===== src/tas_regs.vh =====
// Constants for the tag command handler: register map, field positions, opcodes, answers, timing.
// Included by the design files; holds definitions only.
`ifndef TAS_REGS_VH
`define TAS_REGS_VH

// ************************************************
// Register offsets (byte addresses)
// ************************************************
`define TAS_OFS_CFG 8'h00
`define TAS_OFS_PWD 8'h04
`define TAS_OFS_ID 8'h08
`define TAS_OFS_STAT 8'h0C
`define TAS_OFS_SESS 8'h10

// ************************************************
// Fields and reset values
// ************************************************
`define TAS_CFG_START_LSB 0
`define TAS_CFG_SCOPE_BIT 8
`define TAS_CFG_LIMIT_LSB 9
`define TAS_CFG_RST 32'h0000_00FF
`define TAS_PWD_RST 32'hFFFF_FFFF
`define TAS_PACK_RST 16'h0000
`define TAS_STAT_LOCK_BIT 4
`define TAS_STAT_BUSY_BIT 5

// ************************************************
// Opcodes, frame lengths incl. CRC, answers
// ************************************************
`define TAS_OP_PWD 8'h1B
`define TAS_OP_SIG 8'h3C
`define TAS_OP_TEAR 8'h3E
`define TAS_OP_VIRTUAL_CARD_SELECT_COMMAND 8'h4B
`define TAS_LEN_PWD 6'h07
`define TAS_LEN_SIG 6'h04
`define TAS_LEN_TEAR 6'h04
`define TAS_LEN_VIRTUAL_CARD_SELECT_COMMAND 6'h17
`define TAS_SIG_ADDR 8'h00
`define TAS_TEAR_MAX 8'h02
`define TAS_NAK_ARG 4'h0
`define TAS_NAK_CRC 4'h1
`define TAS_NAK_AUTH 4'h4
`define TAS_CRC_INIT 16'h6363
`define TAS_CRC_POLY 16'h8408

// ************************************************
// Timing
// ************************************************
`define TAS_CLK_NS 10
`define TAS_FDT_NS 91150
`define TAS_TIMEOUT_NS 5000000
`define TAS_FDT_CYC ((`TAS_FDT_NS + `TAS_CLK_NS - 1) / `TAS_CLK_NS)

`endif


===== src/tas_crc.v =====
// CRC of the contactless frame, one byte per enable, reflected form.
// Assumes the caller feeds bytes in link order, least significant bit first.
`timescale 1ns/10ps
`include "tas_regs.vh"

module tas_crc (
  input wire clk_i, // System clock
  input wire rst_i, // Synchronous reset
  input wire clr_i, // Reload initial value
  input wire en_i, // Absorb one byte
  input wire [7:0] byte_i, // Byte to absorb
  output reg [15:0] crc_o // Running CRC
);

  function [15:0] crc_step;
    input [15:0] c;
    input [7:0] b;
    integer i;
    reg [15:0] t;
    begin
      t = c ^ {8'h00, b};
      for (i = 0; i < 8; i = i + 1)
      begin
        t = t[0] ? ((t >> 1) ^ `TAS_CRC_POLY) : (t >> 1);
      end
      crc_step = t;
    end
  endfunction

  always @(posedge clk_i)
  begin
    if (rst_i || clr_i)
    begin
      crc_o <= `TAS_CRC_INIT;
    end
    else if (en_i)
    begin
      crc_o <= crc_step(crc_o, byte_i);
    end
  end

endmodule // tas_crc


===== src/tas_cmd.v =====
// Command handler for password check, signature read, tear check and virtual card select.
// Assumes a bit-serial link from the reader clocked by link_clk_i; Wishbone classic slave for setup.
// Behaviour
// - Pages at or above protect_start_page need a passed password check.
// - Protection scope bit picks write-only or read-and-write guarding.
// - Password check frame carries four password bytes; match answers two-byte acknowledge value.
// - With nonzero failed_attempt_limit each failed check is counted, update made atomically.
// - At the limit the access chosen by the scope bit stays refused for good; here rst_i clears fail_r and lifts the lock.
// - Every answer waits at least the n=9 slot; reader times out after 5 ms.
// - Signature read needs address 00h and returns the 32-byte chip signature.
// - Signature is a build-time constant that no command can change.
// - Tear check takes counter number 0 to 2 and returns one flag byte.
// - Flag byte BDh means intact; anything else means a torn update.
// - Counter read still returns last valid value after tearing.
// - Virtual card select takes 16-byte identifier, 4-byte capability word, answers type code.
// - Identifier and capability contents ignored; only byte count checked.
// - Frames end in a two-byte CRC checked before executing.
// - Unauthenticated writes at or above start page refused; after authentication unprotected.
// - One-way counters stay readable whatever the protection settings.
`timescale 1ns/10ps
`include "tas_regs.vh"

module tas_cmd #(
  parameter FDT_CYC = `TAS_FDT_CYC, // Least wait from frame end to answer
  parameter [255:0] SIG_VALUE = {8{32'hA5C3_5A3C}}, // Arbitrary value, set per chip at build
  parameter [7:0] VIRTUAL_CARD_TYPE_CODE_RST = 8'h00 // Arbitrary default type code
) (
  input wire clk_i, // System clock
  input wire rst_i, // Synchronous reset
  input wire wb_cyc_i, // Wishbone cycle
  input wire wb_stb_i, // Wishbone strobe
  input wire wb_we_i, // Wishbone write
  input wire [7:0] wb_adr_i, // Wishbone byte address
  input wire [3:0] wb_sel_i, // Wishbone byte enables
  input wire [31:0] wb_dat_i, // Wishbone write data
  output reg [31:0] wb_dat_o, // Wishbone read data
  output reg wb_ack_o, // Wishbone acknowledge
  input wire link_clk_i, // Link bit clock from reader
  input wire link_frm_i, // Reader frame active
  input wire link_dat_i, // Reader data bit
  output reg tx_frm_o, // Answer frame active
  output reg tx_dat_o, // Answer data bit
  input wire [23:0] tear_flag_i, // Flag byte per counter, counter 0 low
  input wire [7:0] page_i, // Page of a pending memory access
  output wire wr_ok_o, // Write to page_i allowed
  output wire rd_ok_o // Read of page_i allowed
);

  localparam ST_IDLE = 2'd0;
  localparam ST_RX = 2'd1;
  localparam ST_WAIT = 2'd2;
  localparam ST_TX = 2'd3;
  localparam RSP_NAK = 3'd0;
  localparam RSP_PACK = 3'd1;
  localparam RSP_SIG = 3'd2;
  localparam RSP_TEAR = 3'd3;
  localparam RSP_VCT = 3'd4;

  function [31:0] merge;
    input [31:0] old;
    input [31:0] nw;
    input [3:0] sel;
    integer k;
    begin
      merge = old;
      for (k = 0; k < 4; k = k + 1)
      begin
        if (sel[k])
        begin
          merge[8*k +: 8] = nw[8*k +: 8];
        end
      end
    end
  endfunction

  // ************************************************
  // Link input synchronisers and edge detect
  // ************************************************
  reg [2:0] clk_s_r;
  reg [2:0] frm_s_r;
  reg [1:0] dat_s_r;
  always @(posedge clk_i)
  begin
    if (rst_i)
    begin
      clk_s_r <= 3'b000;
      frm_s_r <= 3'b000;
      dat_s_r <= 2'b00;
    end
    else
    begin
      clk_s_r <= {clk_s_r[1:0], link_clk_i};
      frm_s_r <= {frm_s_r[1:0], link_frm_i};
      dat_s_r <= {dat_s_r[0], link_dat_i};
    end
  end
  wire lk_rise = clk_s_r[1] & ~clk_s_r[2];
  wire lk_fall = ~clk_s_r[1] & clk_s_r[2];
  wire frm_on = frm_s_r[1];
  wire frm_end = ~frm_s_r[1] & frm_s_r[2];
  wire frm_beg = frm_s_r[1] & ~frm_s_r[2];

  // ************************************************
  // Registers
  // ************************************************
  reg [31:0] cfg_r;
  reg [31:0] pwd_r;
  reg [31:0] id_r;
  reg auth_r;
  reg [2:0] fail_r;
  reg [1:0] st_r;
  wire [7:0] start_page = cfg_r[`TAS_CFG_START_LSB +: 8];
  wire scope_rw = cfg_r[`TAS_CFG_SCOPE_BIT];
  wire [2:0] limit = cfg_r[`TAS_CFG_LIMIT_LSB +: 3];
  wire locked = (limit != 3'b000) && (fail_r >= limit);
  wire wb_req = wb_cyc_i & wb_stb_i & ~wb_ack_o;
  wire wb_wr = wb_req & wb_we_i;
  wire sess_drop = wb_wr && (wb_adr_i == `TAS_OFS_SESS) && wb_sel_i[0] && wb_dat_i[0];

  always @(posedge clk_i)
  begin
    if (rst_i)
    begin
      wb_ack_o <= 1'b0;
      wb_dat_o <= 32'h0000_0000;
      cfg_r <= `TAS_CFG_RST;
      pwd_r <= `TAS_PWD_RST;
      id_r <= {8'h00, VIRTUAL_CARD_TYPE_CODE_RST, `TAS_PACK_RST};
    end
    else
    begin
      wb_ack_o <= wb_req;
      wb_dat_o <= 32'h0000_0000;
      if (wb_wr && (wb_adr_i == `TAS_OFS_CFG))
      begin
        cfg_r <= merge(cfg_r, wb_dat_i, wb_sel_i) & 32'h0000_0FFF;
      end
      if (wb_wr && (wb_adr_i == `TAS_OFS_PWD))
      begin
        pwd_r <= merge(pwd_r, wb_dat_i, wb_sel_i);
      end
      if (wb_wr && (wb_adr_i == `TAS_OFS_ID))
      begin
        id_r <= merge(id_r, wb_dat_i, wb_sel_i) & 32'h00FF_FFFF;
      end
      if (wb_req && !wb_we_i)
      begin
        case (wb_adr_i)
          `TAS_OFS_CFG: wb_dat_o <= cfg_r;
          `TAS_OFS_ID: wb_dat_o <= id_r;
          `TAS_OFS_STAT: wb_dat_o <= {26'h000_0000, (st_r != ST_IDLE), locked, fail_r, auth_r};
          default: wb_dat_o <= 32'h0000_0000;
        endcase
      end
    end
  end

  // ************************************************
  // Access gates
  // ************************************************
  // Counter reads never pass through these gates, so they stay open
  wire in_protection_scope_bit = (page_i >= start_page);
  wire granted = auth_r & ~locked;
  assign wr_ok_o = ~in_protection_scope_bit | granted;
  assign rd_ok_o = ~in_protection_scope_bit | ~scope_rw | granted;

  // ************************************************
  // Frame receive and command decode
  // ************************************************
  reg [7:0] rx_sh_r;
  reg [2:0] rx_bit_r;
  reg [5:0] rx_cnt_r;
  reg [7:0] rx_buf_r [0:5];
  reg [2:0] rsp_r;
  reg [5:0] rsp_len_r;
  reg [3:0] nak_r;
  reg [7:0] tear_r;
  reg [13:0] wait_r;
  reg [7:0] tx_sh_r;
  reg [3:0] tx_bits_r;
  reg [5:0] tx_idx_r;
  reg [5:0] tx_tot_r;
  wire [15:0] crc;
  wire rx_byte = (st_r == ST_RX) && frm_on && lk_rise && (rx_bit_r == 3'd7);
  wire [7:0] rx_new = {dat_s_r[1], rx_sh_r[7:1]};
  wire [7:0] cmd = rx_buf_r[0];
  wire [7:0] arg = rx_buf_r[1];
  wire [31:0] pwd_rx = {rx_buf_r[4], rx_buf_r[3], rx_buf_r[2], rx_buf_r[1]};
  wire crc_ok = (crc == 16'h0000) && (rx_cnt_r >= 6'd3);
  wire known = (cmd == `TAS_OP_PWD) || (cmd == `TAS_OP_SIG) || (cmd == `TAS_OP_TEAR) || (cmd == `TAS_OP_VIRTUAL_CARD_SELECT_COMMAND);
  wire pwd_match = (pwd_rx == pwd_r);
  wire [255:0] sig_sh = SIG_VALUE >> {tx_idx_r, 3'b000};
  reg [7:0] data_byte;
  always @*
  begin
    case (rsp_r)
      RSP_PACK: data_byte = tx_idx_r[0] ? id_r[15:8] : id_r[7:0];
      RSP_SIG: data_byte = sig_sh[7:0];
      RSP_TEAR: data_byte = tear_r;
      RSP_VCT: data_byte = id_r[23:16];
      default: data_byte = 8'h00;
    endcase
  end
  wire [7:0] tx_byte = (tx_idx_r < rsp_len_r) ? data_byte : ((tx_idx_r == rsp_len_r) ? crc[7:0] : crc[15:8]);
  wire tx_load = (st_r == ST_TX) && lk_fall && (tx_bits_r == 4'd0) && (tx_idx_r < tx_tot_r);
  wire crc_en = rx_byte || (tx_load && (tx_idx_r < rsp_len_r));
  wire [7:0] crc_in = (st_r == ST_RX) ? rx_new : tx_byte;
  wire crc_clr = ((st_r == ST_IDLE) && frm_beg) || ((st_r == ST_RX) && frm_end);

  tas_crc u_crc (
    .clk_i(clk_i),
    .rst_i(rst_i),
    .clr_i(crc_clr),
    .en_i(crc_en),
    .byte_i(crc_in),
    .crc_o(crc)
  );

  integer j;
  always @(posedge clk_i)
  begin
    if (rst_i)
    begin
      st_r <= ST_IDLE;
      rx_sh_r <= 8'h00;
      rx_bit_r <= 3'd0;
      rx_cnt_r <= 6'd0;
      for (j = 0; j < 6; j = j + 1)
      begin
        rx_buf_r[j] <= 8'h00;
      end
      rsp_r <= RSP_NAK;
      rsp_len_r <= 6'd0;
      nak_r <= 4'h0;
      tear_r <= 8'h00;
      wait_r <= 14'd0;
      auth_r <= 1'b0;
      fail_r <= 3'd0;
      tx_frm_o <= 1'b0;
      tx_dat_o <= 1'b0;
      tx_sh_r <= 8'h00;
      tx_bits_r <= 4'd0;
      tx_idx_r <= 6'd0;
      tx_tot_r <= 6'd0;
    end
    else
    begin
      if (sess_drop)
      begin
        auth_r <= 1'b0;
      end
      case (st_r)
        ST_IDLE:
        begin
          if (frm_beg)
          begin
            st_r <= ST_RX;
            rx_bit_r <= 3'd0;
            rx_cnt_r <= 6'd0;
          end
        end
        ST_RX:
        begin
          if (frm_on && lk_rise)
          begin
            rx_sh_r <= rx_new;
            rx_bit_r <= rx_bit_r + 3'd1;
            if (rx_bit_r == 3'd7)
            begin
              if (rx_cnt_r < 6'd6)
              begin
                rx_buf_r[rx_cnt_r[2:0]] <= rx_new;
              end
              if (rx_cnt_r != 6'd63)
              begin
                rx_cnt_r <= rx_cnt_r + 6'd1;
              end
            end
          end
          if (frm_end)
          begin
            // Unknown opcodes stay silent; another handler may own them
            st_r <= known ? ST_WAIT : ST_IDLE;
            wait_r <= 14'd0;
            rsp_r <= RSP_NAK;
            rsp_len_r <= 6'd0;
            if (!crc_ok)
            begin
              nak_r <= `TAS_NAK_CRC;
            end
            else if (cmd == `TAS_OP_PWD)
            begin
              if (rx_cnt_r != `TAS_LEN_PWD)
              begin
                nak_r <= `TAS_NAK_ARG;
              end
              else if (locked)
              begin
                nak_r <= `TAS_NAK_AUTH;
              end
              else if (pwd_match)
              begin
                auth_r <= 1'b1;
                fail_r <= 3'd0;
                rsp_r <= RSP_PACK;
                rsp_len_r <= 6'd2;
              end
              else
              begin
                nak_r <= `TAS_NAK_AUTH;
                // Single-cycle update; the count is not kept on power loss, rst_i clears it to zero
                if (limit != 3'b000)
                begin
                  fail_r <= fail_r + 3'd1;
                end
              end
            end
            else if (cmd == `TAS_OP_SIG)
            begin
              if ((rx_cnt_r == `TAS_LEN_SIG) && (arg == `TAS_SIG_ADDR))
              begin
                rsp_r <= RSP_SIG;
                rsp_len_r <= 6'd32;
              end
              else
              begin
                nak_r <= `TAS_NAK_ARG;
              end
            end
            else if (cmd == `TAS_OP_TEAR)
            begin
              if ((rx_cnt_r == `TAS_LEN_TEAR) && (arg <= `TAS_TEAR_MAX))
              begin
                tear_r <= tear_flag_i[{arg[1:0], 3'b000} +: 8];
                rsp_r <= RSP_TEAR;
                rsp_len_r <= 6'd1;
              end
              else
              begin
                nak_r <= `TAS_NAK_ARG;
              end
            end
            else
            begin
              if (rx_cnt_r == `TAS_LEN_VIRTUAL_CARD_SELECT_COMMAND)
              begin
                rsp_r <= RSP_VCT;
                rsp_len_r <= 6'd1;
              end
              else
              begin
                nak_r <= `TAS_NAK_ARG;
              end
            end
          end
        end
        ST_WAIT:
        begin
          wait_r <= wait_r + 14'd1;
          if (wait_r >= FDT_CYC[13:0] - 14'd1)
          begin
            st_r <= ST_TX;
            tx_frm_o <= 1'b1;
            tx_idx_r <= 6'd0;
            if (rsp_r == RSP_NAK)
            begin
              tx_sh_r <= {4'h0, nak_r};
              tx_bits_r <= 4'd4;
              tx_tot_r <= 6'd0;
            end
            else
            begin
              tx_bits_r <= 4'd0;
              tx_tot_r <= rsp_len_r + 6'd2;
            end
          end
        end
        default:
        begin
          if (lk_fall)
          begin
            if (tx_bits_r != 4'd0)
            begin
              tx_dat_o <= tx_sh_r[0];
              tx_sh_r <= tx_sh_r >> 1;
              tx_bits_r <= tx_bits_r - 4'd1;
            end
            else if (tx_load)
            begin
              tx_dat_o <= tx_byte[0];
              tx_sh_r <= tx_byte >> 1;
              tx_bits_r <= 4'd7;
              tx_idx_r <= tx_idx_r + 6'd1;
            end
            else
            begin
              tx_frm_o <= 1'b0;
              tx_dat_o <= 1'b0;
              st_r <= ST_IDLE;
            end
          end
        end
      endcase
    end
  end

endmodule // tas_cmd


===== config.mk =====
export PLATFORM = sky130hd
export DESIGN_NAME = tas_cmd
export DESIGN_NICKNAME = d
export VERILOG_FILES = /design/src/tas_crc.v /design/src/tas_cmd.v
export VERILOG_INCLUDE_DIRS = /design/src
export SDC_FILE = /design/constraint.sdc
export NUM_CORES = 1
export LEC_CHECK = 0
export ABC_AREA = 1
export BUFFER_PORTS_ARGS = -buffer_cell sky130_fd_sc_hd__buf_2
export CORE_UTILIZATION = 40
export DETAILED_ROUTE_END_ITERATION = 12
export PLACE_DENSITY = 0.68
export REMOVE_ABC_BUFFERS = 1
export SYNTH_ARGS = -nofsm -noshare
export SYNTH_HDL_FRONTEND = slang
export SYNTH_HIERARCHICAL = 1
export SYNTH_SLANG_ARGS = --single-unit

===== constraint.sdc =====
create_clock -name clk_i -period 2.9 [get_ports clk_i]
set_clock_uncertainty 0.2 [all_clocks]
set_input_delay 0.58 -clock clk_i [delete_from_list [all_inputs] [get_ports clk_i]]
set_output_delay 0.58 -clock clk_i [all_outputs]
set_load 0.03 [all_outputs]

==> flow_summary.ini <==
[sta]
setup_tns_ps = 0
rsz0062_at_grt = yes
fin_crit_ps = 2810
drv_slew = 0
relSlewSlack_pct = 51.8
holdWs_ps = 66.3
setup_viol = 0
final_hold_viol_count = 0
post-route-period-util_pct = 96.8
fmax_mhz = 356
tightest_slew_ps = 724

[clocking]
clk_path_buf_depth = 3
clock_latency_ps = 530
cts_sinks = 232
cts_tree = done
clkTransAtPathRegs_ps = 60
root_buffer = clkbuf_16
cts_buffers = 26
ctsHoldBuffers = 0
cts_htree_levels = 1

[yosys]
synth.area.top_cells = dfxtp_1 (33%), nand2_1 (12%), edfxtp_1 (10%)
syn_area_sq_mm = 0.0117
synth_top_family_by_area = simple AND/OR/NAND/NOR gates
synth_area_leader_cell = dfxtp_1
yosys.cell_count.top_type = nand2_1
ys_seq_elements = 232
synth-compound-area-share_pct = 14.4
yosysWarningCount = 6
ys_seq_area_share_pct = 43.3
synthAdderAreaFrac_pct = 2.79
synth_ff_type = dfxtp_1
syn_avg_cell_area_sq_um = 7.18
ys_types = 50
synth_top_area_share_pct = 33.0
synth-xor-area-share_pct = 1.87
synth-simple-area-share_pct = 27.8
synth_common_cells = nand2_1 (387), inv_1 (216), dfxtp_1 (192), nor2_1 (164), a21oi_1 (124)
synthCells = 1624
async_reset_ff_share_pct = 0
synth_edf_count = 40
muxShareOfSynthArea_pct = 0.258

[worst_hold_path]
min_path_type = in -> reg

[grt]
gr-usage-all-layers_pct = 21.5
grt-ovfl-total = 0
antenna_found_initial = 0
grt_pass1_vias = 10300
grt_start_max_net_pins = 61
grt_pass1_wl_mm = 52.5

[power]
vdd_drop_max_mv = 0.419
p_leak_nw = 6.07
p_per_area_mw_per_mm2 = 595

[drt]
wirelength_mm = 32.6
dr.pass1.iters = 5
ant_nets = 0
viasPerCell = 5.21
routedWlPerCell_um = 15.2
route.met2.wl_mm = 14.9
vias = 11200
met3WireLength_mm = 1.94
wl_met1_mm = 14.5
drt_iter0_drc = 1015
routed.top_layer = met4
remaining_drc_errors = 0

[setup_path]
cp-end-kind = output pin
slowest_delay_ps = 350
start_kind = register
path_class = reg -> out
slowest_stage = dfxtp_1
crit_required_ps = 2120
crit_buf_inv = 2
cpLargestDelayFamily = simple AND/OR/NAND/NOR gates
critPathArrivalTime_ps = 2030
path_cells = inv_1 -> ha_1 -> nand2_1 -> nor2_2 -> nand4_1 -> o2111ai_2 -> nand3_1 -> clkbuf_4
critPathMaxFanout = 3

[floorplanning]
die_h_um = 173
rows = 62
ioPinCount = 121
core_area_sq_mm = 0.0287
dieWidth_um = 173
initial_core_util_pct = 40.6
die-area_sq_mm = 0.0298

[cells_and_area]
syn2layout_area_growth_pct = 17.2
drive_above_1_share_pct = 13.0
fin_nets = 1847
fin_cells = 2141
diodes = 0

[placed_design]
dp.cells = 2090
routabilityCongestion = 0.960
io_buffers = 112
post-dp-hpwl_mm = 24.2

[status]
status = finished, final reports clean

[job]
drv_cap = 0
==> logic make-up (layout without fill, tap and decap cells) <==
group	after synthesis	in the layout
fa+ha+maj	26	26
simple gates	753	753
xor+xnor	24	24
flops	232	232
other cells	1	8
buf+inv	287	413
mux	3	3
compound gates	298	298
==> power by group <==
| group | internal, mW | switching (mW) | total [mW] | leakage (nW) |
|---|---|---|---|---|
| registers | 3.33 | 0.0731 | 3.40 | 1.96 |
| logic | 0.375 | 0.775 | 1.15 | 3.63 |
| clock network | 2.22 | 1.37 | 3.58 | 0.471 |
==> stage by stage <==
| stage | util (%) | total power [mW] | cell area (sq um) | worst slack (ps) |
|---|---|---|---|---|
| global placement | 44.1 | 4.53 | 12600 | 74.4 |
| detailed placement | 44.1 | 4.56 | 12600 | 72.4 |
| floorplan | - | 4.19 | 11400 | -564 |
| finish | 47.6 | 8.13 | 13700 | 91.9 |
| CTS | 47.3 | 8.13 | 13600 | 34.9 |
| global route | 47.6 | 8.48 | 13700 | -38.6 |
==> state kept, by name, summed over array words and instances, names as in the netlist, 6 cells and up <==
| signal | flops |
|---|---|
| rx_buf_r | 40 |
| pwd_r | 32 |
| id_r | 24 |
| wb_dat_o | 24 |
| u_crc/crc_o | 16 |
| wait_r | 14 |
| cfg_r | 12 |
| tear_r | 8 |
| rx_sh_r | 7 |
| tx_sh_r | 7 |
| rx_cnt_r | 6 |
| tx_idx_r | 6 |
==> layout make-up <==
class / instances / area, sq um
repair buffers: 139 / 782
inverters: 226 / 848
clock inverters: 12 / 173
well taps: 384 / 480
fillers: 2851 / 15000
multi-input cells: 1112 / 5560
flip-flops and latches: 232 / 5040
clock buffers: 36 / 769
==> repair_timing <==
item	in CTS	in global routing
resized for setup	0	21
setup buffers	0	3
endpoints found under the setup margin	0	14
==> worst reg2reg max path, cell delays in order (launching register included) <==
cell     delay, ps
dfxtp_1        380
ha_1           220
or2_2          260
a21oi_1        290
nand3_1        270
o22ai_1        390
inv_2          230
o21ai_0        240
inv_1           70
==> layout by cell type, fill, tap and decap left out, types with 5 or more instances in the layout <==
master / instances
nand2_1: 383
inv_1: 215
dfxtp_1: 192
nor2_1: 162
a21oi_1: 124
buf_2: 111
nand3_1: 102
o21ai_0: 94
edfxtp_1: 40
nor3_1: 39
nand4_1: 35
clkbuf_16: 27
ha_1: 25
buf_4: 25
o211ai_1: 20
xnor2_1: 20
inv_2: 10
nand2_2: 9
o21ai_1: 9
o31ai_1: 8
conb_1: 8
o22ai_1: 7
a211oi_1: 6
clkbuf_8: 6
a221oi_1: 5
==> layer usage <==
metal	global-route usage [%]	up-vias
met2	35.0	393
met4	8.59	0
met3	3.28	90
met5	0	-
met1	28.5	5129
li1	-	5542
==> path summary, 6_finish.rpt <==
| kind | start | to | slack (ps) | cells past startpoint |
|---|---|---|---|---|
| worst min-delay path | link_frm_i | frm_s_r[0] | 70 | 3 |
| worst max-delay path | cfg_r[7] | rd_ok_o | 90 | 8 |
| worst min register to register | dat_s_r[0] | dat_s_r[1] | 200 | 2 |
| worst max register to register | tx_idx_r[2] | u_crc/crc_o[11] | 200 | 8 |
No activity file was read; power rests on OpenSTA's default activity.
